File: config.mk
export PLATFORM = sky130hd
export DESIGN_NAME = cbx_cbit_port
export DESIGN_NICKNAME = d
export VERILOG_FILES = /design/src/design/cbx_pkg.sv /design/src/design/cbx_cbit_port.sv
export VERILOG_INCLUDE_DIRS = /design/src /design/src/design
export SDC_FILE = /design/constraint.sdc
export NUM_CORES = 1
export LEC_CHECK = 0
export ABC_AREA = 1
export BUFFER_PORTS_ARGS = -buffer_cell sky130_fd_sc_hd__buf_4
export CAP_MARGIN = 0
export CORE_MARGIN = 5
export CORE_UTILIZATION = 37
export DETAILED_ROUTE_END_ITERATION = 12
export PLACE_DENSITY_LB_ADDON = 0.3
export SYNTH_ARGS = -nofsm -noshare
export SYNTH_HDL_FRONTEND = slang
export SYNTH_SLANG_ARGS = --single-unit
File: constraint.sdc
create_clock -name MCLK_I -period 2.7 [get_ports MCLK_I]
set_input_delay 0.27 -clock MCLK_I [delete_from_list [all_inputs] [get_ports MCLK_I]]
set_output_delay 0.27 -clock MCLK_I [all_outputs]
set_load 0.005 [all_outputs]
File: src/design/cbx_map.svh
`ifndef CBX_MAP_SVH
`define CBX_MAP_SVH

// timing base
`define CBX_MCLK_MHZ      100
`define CBX_CYC_NS        3800
`define CBX_HALF_NS       1900
`define CBX_CYC_CLKS      ((`CBX_CYC_NS * `CBX_MCLK_MHZ) / 1000)
`define CBX_HALF_CLKS     ((`CBX_HALF_NS * `CBX_MCLK_MHZ) / 1000)

// counter widths
`define CBX_CNT_W         9
`define CBX_SLOT_W        4

// sequence lengths
`define CBX_RX_BITS       14
`define CBX_TX_BITS       14
`define CBX_TX_BITS_SHORT 13

// marker strobe spans frame slot tail, slot 1, and head of this slot
`define CBX_MARK_END_SLOT 2

// reset levels
`define CBX_DATA_RST      1'b1

`endif

File: src/design/cbx_pkg.sv
package cbx_pkg;

  // the three timing pins of one direction
  typedef struct packed {
    logic clock;
    logic frame_pulse;
    logic marker_strobe;
  } cbx_pins_type;

endpackage
File: src/design/cbx_cbit_port.sv
// Behaviour
// - rx C-bit clock 3800 ns, first rise 3800 after frame
// - rx frame pulse high 1900 ns per sequence
// - rx data changes half to one and a half DS3 clocks after rise
// - rx marker rises 1900 ns before clock rise
// - rx marker falls 3800 ns after clock fall
// - tx frame pulse 1900 ns, clock 3800 after
// - tx marker rises 1900 ns before clock rise
// - tx marker falls 3800 ns after clock fall
// - tx data captured on tx clock rise
// - feac pulse present while omit control is 0
// - omit control 1 drops the tx feac pulse; rx keeps all 14 bits
`timescale 1ns/1ns
`include "cbx_map.svh"

module cbx_seq (
  // clock and reset
  input  wire logic                   clk_i,
  input  wire logic                   rst_n_i,
  // control
  input  wire logic                   start_i,
  input  wire logic [`CBX_SLOT_W-1:0] nbits_i,
  // pins and events
  output cbx_pkg::cbx_pins_type       pins_o,
  output logic                        rise_o,
  output logic [`CBX_SLOT_W-1:0]      slot_o,
  output logic                        done_o
);

  logic                   busy_q;
  logic [`CBX_SLOT_W-1:0] slot_q;
  logic [`CBX_CNT_W-1:0]  cnt_q;
  cbx_pkg::cbx_pins_type  pins_q;
  cbx_pkg::cbx_pins_type  pins_d;
  logic                   rise_q;
  logic [`CBX_SLOT_W-1:0] rslot_q;
  logic                   done_q;

  wire wrap      = cnt_q == `CBX_CNT_W'(`CBX_CYC_CLKS - 1);
  wire last      = slot_q == nbits_i;
  wire first_hlf = cnt_q < `CBX_CNT_W'(`CBX_HALF_CLKS);
  wire in_frame  = slot_q == `CBX_SLOT_W'(0);
  wire rise_d    = busy_q && !in_frame && cnt_q == `CBX_CNT_W'(0);

  // a start during a running sequence is ignored so no pulse is ever cut short
  always_ff @(posedge clk_i or negedge rst_n_i) begin
    if (!rst_n_i) begin
      busy_q <= 1'b0;
      slot_q <= `CBX_SLOT_W'(0);
      cnt_q  <= `CBX_CNT_W'(0);
    end else if (start_i && !busy_q) begin
      busy_q <= 1'b1;
      slot_q <= `CBX_SLOT_W'(0);
      cnt_q  <= `CBX_CNT_W'(0);
    end else if (busy_q && wrap) begin
      cnt_q  <= `CBX_CNT_W'(0);
      busy_q <= !last;
      slot_q <= last ? slot_q : slot_q + `CBX_SLOT_W'(1);
    end else if (busy_q) begin
      cnt_q <= cnt_q + `CBX_CNT_W'(1);
    end
  end

  always_comb begin
    pins_d.frame_pulse   = busy_q && in_frame && first_hlf;
    pins_d.clock         = busy_q && !in_frame && first_hlf;
    pins_d.marker_strobe = busy_q && ((in_frame && !first_hlf)
                           || slot_q == `CBX_SLOT_W'(1)
                           || (slot_q == `CBX_SLOT_W'(`CBX_MARK_END_SLOT)
                               && first_hlf));
  end

  always_ff @(posedge clk_i or negedge rst_n_i) begin
    if (!rst_n_i) begin
      pins_q  <= '0;
      rise_q  <= 1'b0;
      rslot_q <= `CBX_SLOT_W'(0);
      done_q  <= 1'b0;
    end else begin
      pins_q  <= pins_d;
      rise_q  <= rise_d;
      rslot_q <= slot_q;
      done_q  <= busy_q && wrap && last;
    end
  end

  assign pins_o = pins_q;
  assign rise_o = rise_q;
  assign slot_o = rslot_q;
  assign done_o = done_q;

endmodule

module cbx_cbit_port (
  // clock and reset
  input  wire logic                   MCLK_I,
  input  wire logic                   RESET_N_I,
  // active DS3 clock, receive or transmit, from outside
  input  wire logic                   DS3_CLK_I,
  // receive C-bits from the framer
  input  wire logic                   RX_FRAME_START_I,
  input  wire logic [`CBX_RX_BITS-1:0] RX_CBITS_I,
  // receive external port
  output logic                        RX_CBIT_CLOCK_O,
  output logic                        RX_CBIT_FRAME_PULSE_O,
  output logic                        RX_CBIT_MARKER_STROBE_O,
  output logic                        RX_CBIT_DATA_OUT_O,
  // transmit external port
  input  wire logic                   TX_FRAME_START_I,
  input  wire logic                   TX_CBIT_DATA_IN_I,
  output logic                        TX_CBIT_CLOCK_O,
  output logic                        TX_CBIT_FRAME_PULSE_O,
  output logic                        TX_CBIT_MARKER_STROBE_O,
  // transmit C-bits to the framer
  output logic [`CBX_TX_BITS-1:0]     TX_CBITS_O,
  output logic                        TX_CBITS_VALID_O,
  // configuration
  input  wire logic                   FEAC_PULSE_OMIT_I
);

  function automatic logic [`CBX_SLOT_W-1:0] bit_idx(input logic [`CBX_SLOT_W-1:0] slot);
    bit_idx = slot - `CBX_SLOT_W'(1);
  endfunction

  logic                    rst_s1_q;
  logic                    rst_n;
  logic                    ds3_s1_q;
  logic                    ds3_s2_q;
  logic                    ds3_s3_q;
  logic                    cdt_s1_q;
  logic                    cdt_s2_q;
  logic [`CBX_RX_BITS-1:0] rx_bits_q;
  logic                    rx_next_q;
  logic                    rx_pend_q;
  logic                    rx_data_q;
  logic [`CBX_SLOT_W-1:0]  tx_nbits_q;
  logic [`CBX_TX_BITS-1:0] tx_shift_q;
  logic [`CBX_TX_BITS-1:0] tx_out_q;
  logic                    tx_valid_q;
  logic                    rx_armed_q;
  logic                    rx_run_q;
  logic                    tx_run_q;

  cbx_pkg::cbx_pins_type   rx_pins;
  cbx_pkg::cbx_pins_type   tx_pins;
  logic                    rx_rise;
  logic [`CBX_SLOT_W-1:0]  rx_slot;
  logic                    tx_rise;
  logic [`CBX_SLOT_W-1:0]  tx_slot;
  logic                    tx_done;
  logic                    rx_done;

  always_ff @(posedge MCLK_I or negedge RESET_N_I) begin
    if (!RESET_N_I) begin
      rst_s1_q <= 1'b0;
      rst_n    <= 1'b0;
    end else begin
      rst_s1_q <= 1'b1;
      rst_n    <= rst_s1_q;
    end
  end

  // the third stage only feeds the edge detector, never the first
  always_ff @(posedge MCLK_I or negedge rst_n) begin
    if (!rst_n) begin
      ds3_s1_q <= 1'b0;
      ds3_s2_q <= 1'b0;
      ds3_s3_q <= 1'b0;
      cdt_s1_q <= 1'b1;
      cdt_s2_q <= 1'b1;
    end else begin
      ds3_s1_q <= DS3_CLK_I;
      ds3_s2_q <= ds3_s1_q;
      ds3_s3_q <= ds3_s2_q;
      cdt_s1_q <= TX_CBIT_DATA_IN_I;
      cdt_s2_q <= cdt_s1_q;
    end
  end

  wire ds3_rise = ds3_s2_q && !ds3_s3_q;
  wire ds3_fall = !ds3_s2_q && ds3_s3_q;
  // a start counts only where the sequencer takes it, so a refused one touches no state
  wire rx_start = RX_FRAME_START_I && (!rx_run_q || rx_done);
  wire tx_start = TX_FRAME_START_I && (!tx_run_q || tx_done);
  wire [`CBX_SLOT_W-1:0] tx_nbits_d = FEAC_PULSE_OMIT_I ?
                                      `CBX_SLOT_W'(`CBX_TX_BITS_SHORT) :
                                      `CBX_SLOT_W'(`CBX_TX_BITS);

  cbx_seq u_rx_seq (
    .clk_i   (MCLK_I),
    .rst_n_i (rst_n),
    .start_i (rx_start),
    .nbits_i (`CBX_SLOT_W'(`CBX_RX_BITS)),
    .pins_o  (rx_pins),
    .rise_o  (rx_rise),
    .slot_o  (rx_slot),
    .done_o  (rx_done)
  );

  cbx_seq u_tx_seq (
    .clk_i   (MCLK_I),
    .rst_n_i (rst_n),
    .start_i (tx_start),
    .nbits_i (tx_nbits_q),
    .pins_o  (tx_pins),
    .rise_o  (tx_rise),
    .slot_o  (tx_slot),
    .done_o  (tx_done)
  );

  // mirrors the sequencer's busy span; a start and the end in one cycle keep it set
  always_ff @(posedge MCLK_I or negedge rst_n) begin
    if (!rst_n) begin
      rx_run_q <= 1'b0;
      tx_run_q <= 1'b0;
    end else begin
      rx_run_q <= rx_start || (rx_run_q && !rx_done);
      tx_run_q <= tx_start || (tx_run_q && !tx_done);
    end
  end

  // receive: waiting for a DS3 fall before the DS3 rise keeps the data
  // change between half and one and a half DS3 cycles after the clock rise
  always_ff @(posedge MCLK_I or negedge rst_n) begin
    if (!rst_n) begin
      rx_bits_q  <= '1;
      rx_next_q  <= `CBX_DATA_RST;
      rx_pend_q  <= 1'b0;
      rx_armed_q <= 1'b0;
      rx_data_q  <= `CBX_DATA_RST;
    end else begin
      if (rx_start) begin
        rx_bits_q <= RX_CBITS_I;
      end
      if (rx_rise) begin
        rx_next_q  <= rx_bits_q[bit_idx(rx_slot)];
        rx_pend_q  <= 1'b1;
        rx_armed_q <= 1'b0;
      end else if (rx_pend_q && ds3_fall) begin
        rx_armed_q <= 1'b1;
      end else if (rx_pend_q && rx_armed_q && ds3_rise) begin
        rx_data_q <= rx_next_q;
        rx_pend_q <= 1'b0;
      end
    end
  end

  // transmit: length latched per sequence so a mid-frame change cannot cut it
  always_ff @(posedge MCLK_I or negedge rst_n) begin
    if (!rst_n) begin
      tx_nbits_q <= `CBX_SLOT_W'(`CBX_TX_BITS);
      tx_shift_q <= '1;
      tx_out_q   <= '1;
      tx_valid_q <= 1'b0;
    end else begin
      tx_valid_q <= tx_done;
      if (tx_start) begin
        tx_nbits_q <= tx_nbits_d;
        tx_shift_q <= '1;
      end else if (tx_rise) begin
        tx_shift_q[bit_idx(tx_slot)] <= cdt_s2_q;
      end
      if (tx_done) begin
        tx_out_q <= tx_shift_q;
      end
    end
  end

  assign RX_CBIT_CLOCK_O         = rx_pins.clock;
  assign RX_CBIT_FRAME_PULSE_O   = rx_pins.frame_pulse;
  assign RX_CBIT_MARKER_STROBE_O = rx_pins.marker_strobe;
  assign RX_CBIT_DATA_OUT_O      = rx_data_q;
  assign TX_CBIT_CLOCK_O         = tx_pins.clock;
  assign TX_CBIT_FRAME_PULSE_O   = tx_pins.frame_pulse;
  assign TX_CBIT_MARKER_STROBE_O = tx_pins.marker_strobe;
  assign TX_CBITS_O              = tx_out_q;
  assign TX_CBITS_VALID_O        = tx_valid_q;

endmodule

[After elaboration in Yosys (flattened, before gate mapping)]
Index checks and enable logic that the tools add are counted.
Operators by class
  eq/ne operators: 11
  reductions and logical operators: 69
  bitwise logic cells: 2
  mux-type cells: 29
  add/subtract/negate cells: 6
  $lt $le $gt $ge: 5
Operator list (count)
  $mux 9: 6
  $logic_and 1x1->1: 32
  $mux 14: 2
  $mux 4: 6
  $add 9x1->9 const B: 2
  $eq 9x9->1 const B: 2
  $logic_not 9->1: 2
  $lt 9x8->1 const B: 2
  $bwmux 14: 1
  $logic_not 1->1: 14
  $mux 1: 11
  $lt 4x5->1 const B: 2
  $reduce_bool 2->1: 5
  $add 4x1->4 const B: 2
  $eq 4x1->1 const B: 2
  $eq 4x2->1 const B: 2
  $logic_not 4->1: 2
  $logic_or 1x1->1: 8
  $sub 4x1->4 const B: 2
  $reduce_and 2->1: 3
  $reduce_bool 3->1: 2
  $bmux 1 s4: 1
  $demux 1 s4: 1
  $eq 4x4->1: 1
  other kinds (7): 9
Word-level totals
  bits in registers: 106
  output and inout bits: 22
  input bits: 21

[Logic depth before layout (Yosys ltp)]
Gate-level depths: netlist of run 1.
  depth in word-level cells: 8
  mapped depth: 12

[Hierarchy]
A second synthesis of run 1 with hierarchy kept.
Second synthesis, totals
  cells, all modules: 593
  area, all modules: 5112.4 µm²
By module, submodules not included
  cbx_cbit_port: area each 2642.5 µm², times used 1, cells each 279
  cbx_seq: area each 1234.9 µm², times used 2, cells each 157

[Worst setup path after synthesis of run 1]
Ideal clock, no wire load.
  path kind: reg-to-reg
  start point: register u_rx_seq.rslot_q[0], in the netlist u_rx_seq.slot_o[0]
  end point: register rx_next_q
  required time: 2.640 ns
  buffers on the path: 1
  library setup time: 0.060 ns
  slack: 1.289 ns
  cell stages (with the launch flop): 13
  arrival: 1.350 ns
  path through: dfrtp_1 > buf_2 > inv_2 > ha_1 > inv_1 > nand3_1 > nand2_1 > nand2_1 > nand2_1 > nand2_1 > nand2_1 > nand2_1 > nand2_1
On the way
  longest elaborated chain between the ends: 3
Ends and longest elaborated chain
  start, declared: line cbx_cbit_port.sv:36  | logic [`CBX_SLOT_W-1:0] rslot_q;
  start signal, assigned: line cbx_cbit_port.sv:77  | rslot_q <= `CBX_SLOT_W'(0);
  start signal, assigned: line cbx_cbit_port.sv:82  | rslot_q <= slot_q;
  $sub 4x1->4: line cbx_cbit_port.sv:122  | bit_idx = slot - `CBX_SLOT_W'(1);
  $bmux 1 s4: line cbx_cbit_port.sv:236  | rx_next_q <= rx_bits_q[bit_idx(rx_slot)];
  $mux 1 (not written as such): line cbx_cbit_port.sv:236
  end signal, assigned: line cbx_cbit_port.sv:227  | rx_next_q <= `CBX_DATA_RST;
  end signal, assigned: line cbx_cbit_port.sv:236
  end, declared: line cbx_cbit_port.sv:133  | logic rx_next_q;
Every way passes these cells. The select of a mux whose other input is x is not followed.
A chain may end at the register's enable or synchronous reset.

[Final worst setup path of run 1]
  start point: register u_tx_seq.done_q, in the netlist u_tx_seq.done_o
  end point: register u_tx_seq.slot_q[1]
On the way
  longest elaborated chain between the ends: 5
  elaborated cells between the ends (all ways): 7
Ends and longest elaborated chain
  start, declared: line cbx_cbit_port.sv:37  | logic done_q;
  start signal, assigned: line cbx_cbit_port.sv:83  | done_q <= busy_q && wrap && last;
  $logic_or 1x1->1 (*): line cbx_cbit_port.sv:184  | wire tx_start = TX_FRAME_START_I && (!tx_run_q || tx_done);
  $logic_and 1x1->1 (*): line cbx_cbit_port.sv:184
  $logic_and 1x1->1 (*): line cbx_cbit_port.sv:51  | end else if (start_i && !busy_q) begin
  $ne 2x2->1 (no line) or $reduce_bool 2->1 (tied branches)
  $reduce_and 2->1 (no line)
  end signal, assigned: line cbx_cbit_port.sv:49  | slot_q <= `CBX_SLOT_W'(0);
  end signal, assigned: line cbx_cbit_port.sv:53  | slot_q <= `CBX_SLOT_W'(0);
  end signal, assigned: line cbx_cbit_port.sv:58  | slot_q <= last ? slot_q : slot_q + `CBX_SLOT_W'(1);
  end, declared: line cbx_cbit_port.sv:31  | logic [`CBX_SLOT_W-1:0] slot_q;
Mark *: on every way between the ends. The rest lies on a longest branch, timed or not.

==> results.toml, run 1 <==
[status]
status = "finished, final reports clean"

[finish]
regArea_um2 = 2665
multi_input_area_um2 = 1889
fill_cells = 1279
diodes = 0
layout-drive-gt1-share_pct = 20.79
final_util_pct = 44.41
area_growth_pct = 16.51
layout.nets = 640
fin_cells = 783

[logic_synthesis]
syn_inst = 564
yosysSeqAreaShare_pct = 54.88
postSynthAreaPerCell_um2 = 8.599
synthTopCellsByArea = "dfrtp_1 (29%), dfstp_2 (25%), nand2_1 (12%), inv_1 (4.5%), nand3_1 (4.4%)"
syn_nets = 598
synth_cell_types = 33
synth_area_leader_cell = "dfrtp_1"
synthesis.area_um2 = 4850
ys_warn_count = 0
synth_top_area_share_pct = 29.41
synth_seq_cells = 104

[timing]
tightest_slew_ns = 0.5841
rsz0062_at_grt = "false"
hold_viol_final = 0
fmax_ghz = 0.5543
finalSetupTns_ns = 0
relSlewSlack_pct = 60.82
layout_min_cycle_time_ns = 1.804
drv_slew = 0
fin_worst_skew_ns = 0.005338
post-route-period-util_pct = 66.81
setup_violations = 0

[clock_network]
cts.sinks = 104
clk_pin_slew_ns = 0.07
cts_buffers = 9
clkLatencyLatePin_ns = 0.33
clockRootBuffer = "clkbuf_16"
cts-htree-levels = 3
cts_tree = "yes"
clk_path_buf_depth = 2

[global_route]
grt.overflow.total = 0
grt_max_degree = 44
grt_pass1_wl_um = 16530
first_global_vias = 3691
antenna_found_initial = 0
track_usage_pct = 12.52

[placed_design]
dp_hpwl_um = 6770
portBuffers = 42
place_inst = 766
place_congestion = 0.8834

[critical_path]
crit_required_ns = 2.96
arrival_ns = 2.06
critical_path_class = "reg -> reg"
worst_setup_path_start_kind = "register"
r2r-end = "u_tx_seq.slot_q[1]"
cp-end-kind = "register"
path_max_fanout = 18
crit-reg2reg-launch = "u_tx_seq.done_o"
reg2reg_slack_ns = 0.90
r2r_cells = 9

[drt]
ant_nets = 0
drt_iter0_drc = 248
drtPass1Iterations = 5
route.detailed.drc = 0
via_per_inst = 4.622
wl_um = 9167
via_count = 3619
wl_per_cell_um = 11.71

[floorplan]
core_um2 = 12720
start_util_pct = 38.12
placementRows = 41
io_pins = 43
dieArea_um2 = 15500
die_h_um = 124.5
die_x_um = 124.5

[worst_hold_path]
hold_class = "in -> reg"
hp-start = "DS3_CLK_I"
holdPathStages = 1
holdPathEnd = "ds3_s1_q"

[power_and_ir_drop]
power_density_nw_per_um2 = 605.6
vdd_drop_max_mv = 0.3408
p_leak_uw = 0.002630

[flow_run]
drv_cap = 0
## cell type report
cell class,instances,share of cell area [%]
inverters,65,4.318
multi-input cells,381,33.44
well taps,172,3.809
repair buffers,45,6.244
clock inverters,5,0.5536
clock buffers,11,4.473
flip-flops and latches,104,47.17
## flip-flops by register name (all words and copies together) (netlist names), 3 cells and up
register         flops
TX_CBITS_O          14
rx_bits_q           14
tx_shift_q          14
u_rx_seq.cnt_q       9
u_rx_seq.pins_o      3
u_rx_seq.slot_o      4
u_rx_seq.slot_q      4
u_tx_seq.cnt_q       9
u_tx_seq.pins_o      3
u_tx_seq.slot_o      4
u_tx_seq.slot_q      4
## Yosys cell counts
master and instances:
nand3b_1 3, xnor2_1 1, nor2_4 1, nor3_1 12
a31oi_1 2, mux2_2 1, o21ai_1 8, nand2_4 6
nand3_1 43, and3_1 1, o21ai_2 1, nor2_1 53
nand4_1 16, nand2_2 2, dfstp_2 47, nor3b_2 1
nand2_1 160, buf_2 2, clkinv_1 1, o21bai_1 2
o21a_1 1, xor2_1 11, nor3b_1 1, or2_2 1
ha_1 13, or2_1 1, dfrtp_1 57, conb_1 1
inv_2 6, o21ai_0 31, clkbuf_1 12, a21oi_1 8
inv_1 58
## critical path, stage by stage (launching register included)
cell,delay [ns]
dfrtp_1,0.54
inv_2,0.27
nand2_2,0.11
nand2_4,0.21
inv_2,0.08
nand2_4,0.10
nand4_1,0.13
nand2_4,0.13
nand2_1,0.05
o21ai_1,0.08
## power by group
part,total (µW),internal [µW],switching [µW]
clock network,1200,671,530
registers,1840,1720,118
logic,385,178,208
## routing by layer
layer  share of wire, %  vias up  global-route usage, %
met5                  0        -                      0
met4               0.92        0                  3.997
met3                3.7        6                  3.302
met2                 47       64                  20.87
met1                 48     1680                  15.88
li1                   -     1869                      -
## metrics by stage
step / setup WS [ns] / power, µW / cell area [µm²] / hold WS, ns
final: 0.8961 / 3422 / 5650 / 0.03713
after floorplan: 1.000 / 2113 / 4851 / -0.02559
after global routing: 0.6652 / 3627 / 5650 / 0.01860
after CTS: 0.8717 / 3483 / 5650 / 0.02217
after detailed placement: 0.8869 / 2252 / 5356 / 0.05458
after global placement: 0.9785 / 2233 / 5356 / 0.05501
## what timing repair did
item | in CTS | in global routing
resized for setup | 0 | 0
hold buffers | 1 | 0
endpoints found under the hold margin | 2 | 0
setup buffers | 0 | 0
setup endpoints to repair | 0 | 0
## logic make-up (layout without fill, tap and decap cells)
family / count (synthesis) / count (layout) / synth area share [%]
AOI/OAI and AO/OA: 53 / 53 / 5.753
xor gates and xnor gates: 12 / 12 / 2.167
adders and majority gates: 13 / 13 / 3.354
buffers and inverters: 79 / 126 / 6.166
DFF: 104 / 104 / 54.88
muxes: 1 / 1 / 0.2322
other: 1 / 1 / 0.07733
and+or+nand+nor: 301 / 301 / 27.37
## cell usage in the layout (no fill, tap or decap), types with 2 or more instances in the layout
master and count:
nand2_1 160, inv_1 58, dfrtp_1 56, nor2_1 53, dfstp_2 47, nand3_1 43, buf_4 43, o21ai_0 31
nand4_1 16, ha_1 13, nor3_1 12, xor2_1 11, clkbuf_16 9, a21oi_1 8, o21ai_1 8, inv_2 6
nand2_4 6, nand3b_1 3, clkinv_2 3, nand2_2 2, a31oi_1 2, o21bai_1 2, clkbuf_8 2
## worst max-delay path by stage
stage / startpoint / endpoint
2_1_floorplan: rst_n / TX_CBITS_VALID_O
3_3_place_gp: u_tx_seq.done_o / u_tx_seq.cnt_q[3]
3_5_place_dp: u_tx_seq.done_o / u_tx_seq.slot_q[3]
4_1_cts: u_tx_seq.done_o / u_tx_seq.slot_q[1]
5_1_grt: u_tx_seq.done_o / u_tx_seq.slot_q[3]
6_report: u_tx_seq.done_o / u_tx_seq.slot_q[1]
Note: power is estimated with default switching activity, not from simulation.
==> run 2: changes to the inputs <==
==> constraint.sdc (replaced) <==
create_clock -name MCLK_I -period 1.6 [get_ports MCLK_I]
set_input_delay 0.16 -clock MCLK_I [delete_from_list [all_inputs] [get_ports MCLK_I]]
set_output_delay 0.16 -clock MCLK_I [all_outputs]
set_load 0.005 [all_outputs]
==> results.toml, run 2 (synthesis gave the netlist of run 1 again) <==
[status]
status = "finished, final reports clean"

[finish]
final_util_pct = 45.28
diodes = 0
design_area_um2 = 5761
layout.nets = 652
area_growth_pct = 18.78
final_cell_mix = "nand2_1 (160), inv_1 (58), dfrtp_1 (56), nor2_1 (53), buf_4 (51)"
fill_cells = 1267
layout-drive-gt1-share_pct = 21.51
final_common_cell = "nand2_1"

[critical_path]
crit_required_ns = 1.81
reg2reg_slack_ns = 0.17
crit-reg2reg-launch = "u_rx_seq.cnt_q[0]"
path_max_fanout = 9
r2r-end = "u_rx_seq.busy_q"
cp-end-kind = "register"
worst_setup_path_start_kind = "register"
critical_path_class = "reg -> reg"
r2r_cells = 7
arrival_ns = 1.64
crit_start = "u_rx_seq.cnt_q[0]"
crit_end = "u_rx_seq.busy_q"

[timing]
layout_min_cycle_time_ns = 1.430
rsz0062_at_grt = "false"
post-route-period-util_pct = 89.38
finalSetupTns_ns = 0
fmax_ghz = 0.6993
hold_viol_final = 0
setup_violations = 0
drv_slew = 0
fin_worst_skew_ns = 0.007774

[floorplan]
start_util_pct = 38.12
die_x_um = 124.5
core_um2 = 12720
dieArea_um2 = 15500
placementRows = 41
die_h_um = 124.5
io_pins = 43

[worst_hold_path]
hold_class = "in -> reg"

[global_route]
antenna_found_initial = 0
track_usage_pct = 12.41
grt_max_degree = 39
grt_pass1_wl_um = 16330
first_global_vias = 3599
grt.overflow.total = 0

[drt]
via_per_inst = 4.672
ant_nets = 0
drt_iter0_drc = 219
wl_per_cell_um = 11.51
route.detailed.drc = 0
drtPass1Iterations = 4
wl_um = 9151
via_count = 3714

[clock_network]
cts.sinks = 104
post-cts-setup-buffer-count = 0
clk_path_buf_depth = 2
cts-htree-levels = 3
clkLatencyLatePin_ns = 0.34
clk_pin_slew_ns = 0.06
cts_tree = "yes"
clockRootBuffer = "clkbuf_16"
cts_buffers = 9

[placed_design]
place_area_um2 = 5436
portBuffers = 42
place_congestion = 0.8494
dp_hpwl_um = 6704

[flow_run]
drv_cap = 0

[power_and_ir_drop]
p_leak_uw = 0.002683
vdd_drop_max_mv = 0.5443
power_density_nw_per_um2 = 1009
==> run 2: repair_timing <==
| item | 4_1_cts | 5_1_grt |
|---|---|---|
| hold buffers | 4 | 0 |
| gates resized for setup | 0 | 1 |
| setup endpoints to repair | 0 | 2 |
| hold endpoints to repair | 5 | 0 |
==> run 2: power by group <==
part           internal [µW]  switching [µW]
combinational            323             383
clock                   1100             935
sequential              2900             168
==> run 2: layout make-up <==
class	instances	area (µm²)	share of cell area [%]
Sequential cell	104	2665	46.26
Multi-Input combinational cell	381	1897	32.93
Timing Repair Buffer	57	462.9	8.036
Clock buffer	12	246.5	4.279
Inverter	65	244.0	4.235
Tap cell	172	215.2	3.736
Clock inverter	4	30.03	0.5213
==> run 2: worst min-delay path by stage <==
stage                                start        to  slack, ns  depth (start not counted)
final                     RX_FRAME_START_I  rx_run_q       0.02                          3
after detailed placement         RESET_N_I  rst_s1_q      -0.05                          1
after global routing      RX_FRAME_START_I  rx_run_q       0.04                          3
after global placement           RESET_N_I  rst_s1_q      -0.05                          1
after floorplan                  RESET_N_I  rst_s1_q      -0.14                          0
after CTS                 RX_FRAME_START_I  rx_run_q       0.01                          3
==> run 2: critical path, cell delays in order, from the launching register on <==
cell and delay (ns):
dfrtp_1 0.41, ha_1 0.24, nand3_1 0.09, inv_1 0.04
nand2_1 0.11, nand2_2 0.15, o21ai_4 0.15, o21ai_0 0.12
==> run 2: metrics by stage <==
stage	total power (µW)	setup WS [ns]	std cells	hold WS, ns
4_1_cts	5904	0.1262	795	0.01161
2_1_floorplan	3567	0.1893	564	-0.1356
5_1_grt	6130	0.02933	795	0.03510
6_report	5812	0.1699	795	0.02142
3_5_place_dp	3825	0.1402	775	-0.05375
3_3_place_gp	3791	0.1952	775	-0.05485
==> run 2: per-layer routing <==
layer	wire length, µm	up-vias	global-route usage, %
li1	-	1898	-
met1	4445	1746	16.25
met2	4194	57	19.69
met3	354	13	3.388
met4	157	0	4.642
met5	0	-	0
==> run 3: changes to the inputs <==
--- a/config.mk
+++ b/config.mk
@@ -9,8 +9,10 @@
 export ABC_AREA = 1
 export BUFFER_PORTS_ARGS = -buffer_cell sky130_fd_sc_hd__buf_4
 export CAP_MARGIN = 0
+export CELL_PAD_IN_SITES_DETAIL_PLACEMENT = 2
+export CELL_PAD_IN_SITES_GLOBAL_PLACEMENT = 2
 export CORE_MARGIN = 5
-export CORE_UTILIZATION = 37
+export CORE_UTILIZATION = 33
 export DETAILED_ROUTE_END_ITERATION = 12
 export PLACE_DENSITY_LB_ADDON = 0.3
 export SYNTH_ARGS = -nofsm -noshare
==> results.toml, run 3 (synthesis gave the netlist of run 1 again) <==
[drt]
wl_per_cell_um = 16.01
route.detailed.drc = 0
via_count = 3927
drt_iter0_drc = 116
drtPass1Iterations = 4
via_per_inst = 4.836
wl_um = 13000
ant_nets = 0

[critical_path]
crit-reg2reg-launch = "u_rx_seq.cnt_q[0]"
arrival_ns = 1.71
reg2reg_slack_ns = 0.11
r2r-end = "u_rx_seq.busy_q"
worst_setup_path_start_kind = "register"
cp-end-kind = "register"
crit_required_ns = 1.82
path_max_fanout = 9
critical_path_class = "reg -> reg"
crit_start = "u_rx_seq.cnt_q[0]"
r2r_cells = 7
crit_end = "u_rx_seq.busy_q"

[timing]
layout_min_cycle_time_ns = 1.492
fin_worst_skew_ns = 0.008290
finalSetupTns_ns = 0
setup_violations = 0
rsz0062_at_grt = "false"
post-route-period-util_pct = 93.27
hold_viol_final = 0
fmax_ghz = 0.6701
drv_slew = 0

[finish]
layout-drive-gt1-share_pct = 22.45
area_growth_pct = 20.18
final_common_cell = "nand2_1"
final_cell_mix = "nand2_1 (159), inv_1 (58), buf_4 (57), dfrtp_1 (56), nor2_1 (52)"
diodes = 0
fill_cells = 1624
fin_cells = 812
layout.nets = 657

[clock_network]
clk_pin_slew_ns = 0.07
clockRootBuffer = "clkbuf_16"
cts.sinks = 104
clkLatencyLatePin_ns = 0.35
post-cts-setup-buffer-count = 0
cts_tree = "yes"
clk_path_buf_depth = 2
cts-htree-levels = 3
cts_buffers = 9

[power_and_ir_drop]
seqPwrFrac_pct = 50.6
power_density_nw_per_um2 = 1044
power_uw = 6084
switching_power_uw = 1632
vdd_drop_max_mv = 0.5141
p_int_uw = 4452
p_leak_uw = 0.002710
pwr-share-comb_pct = 13.2
pwr-share-clk_pct = 36.2
p_sw_share_pct = 26.83

[placed_design]
place_congestion = 0.8328
place_inst = 793
portBuffers = 42
dp_hpwl_um = 9450

[floorplan]
dieArea_um2 = 17220
start_util_pct = 33.49
placementRows = 44
core_um2 = 14480
io_pins = 43
die_h_um = 131.2
die_x_um = 131.2

[global_route]
first_global_vias = 4531
grt.overflow.total = 0
grt_max_degree = 31
antenna_found_initial = 0
track_usage_pct = 15.81
grt_pass1_wl_um = 22740

[worst_hold_path]
hold_class = "in -> reg"
holdPathStages = 3

[status]
status = "finished, final reports clean"

[flow_run]
drv_cap = 0
==> run 3: power groups by stage <==
stage                     combinational [µW]  clock, µW  sequential (µW)
after floorplan                          471          0             3100
after global placement                   740          0             3110
after detailed placement                 793          0             3120
after CTS                                821       2260             3090
after global routing                     915       2380             3110
final                                    803       2200             3080
==> run 3: worst min path at each step <==
stage	startpoint	end	slack, ns
2_1_floorplan	RESET_N_I	rst_s1_q	-0.14
5_1_grt	RX_FRAME_START_I	rx_run_q	0.02
3_3_place_gp	RESET_N_I	rst_s1_q	-0.06
3_5_place_dp	RESET_N_I	rst_s1_q	-0.06
4_1_cts	RX_CBITS_I[12]	rx_bits_q[12]	0.006
6_report	RX_CBITS_I[12]	rx_bits_q[12]	0.01
==> run 3: metrics by stage <==
stage	utilization, %	cell area, µm²	setup WS (ns)	hold slack (ns)
finish	40.25	5828	0.1076	0.01037
global route	40.25	5828	0.003083	0.02025
CTS	40.11	5808	0.03121	0.006366
detailed placement	37.96	5497	0.06800	-0.05617
global placement	37.96	5497	0.1717	-0.05743
floorplan	-	4853	0.1893	-0.1356
==> run 3: worst max-delay path, cell delays in order (launching register included) <==
cell	delay (ns)
dfrtp_1	0.42
ha_1	0.25
nand3_1	0.09
inv_1	0.04
nand2_1	0.15
nand2_4	0.12
o21ai_2	0.16
o21ai_0	0.14
==> run 3: metal layers <==
layer / GRT usage [%] / wire length [µm] / up-vias
li1: - / - / 1900
met3: 3.249 / 377 / 11
met5: 0 / 0 / -
met2: 27.96 / 6748 / 41
met4: 4.850 / 163 / 0
met1: 19.33 / 5713 / 1975
==> run 3: cell type report <==
| cell class | instances | area [µm²] | area share [%] |
|---|---|---|---|
| inverters | 65 | 244.0 | 4.186 |
| repair buffers | 62 | 498.0 | 8.544 |
| multi-input cells | 381 | 1909 | 32.76 |
| well taps | 184 | 230.2 | 3.950 |
| clock buffers | 12 | 236.5 | 4.058 |
| clock inverters | 4 | 45.04 | 0.7729 |
| flip-flops and latches | 104 | 2665 | 45.73 |
==> run 3: what timing repair did <==
action | CTS | global route
resized for setup | 0 | 5
endpoints found under the hold margin | 4 | 0
endpoints found under the setup margin | 0 | 12
hold buffers | 3 | 0
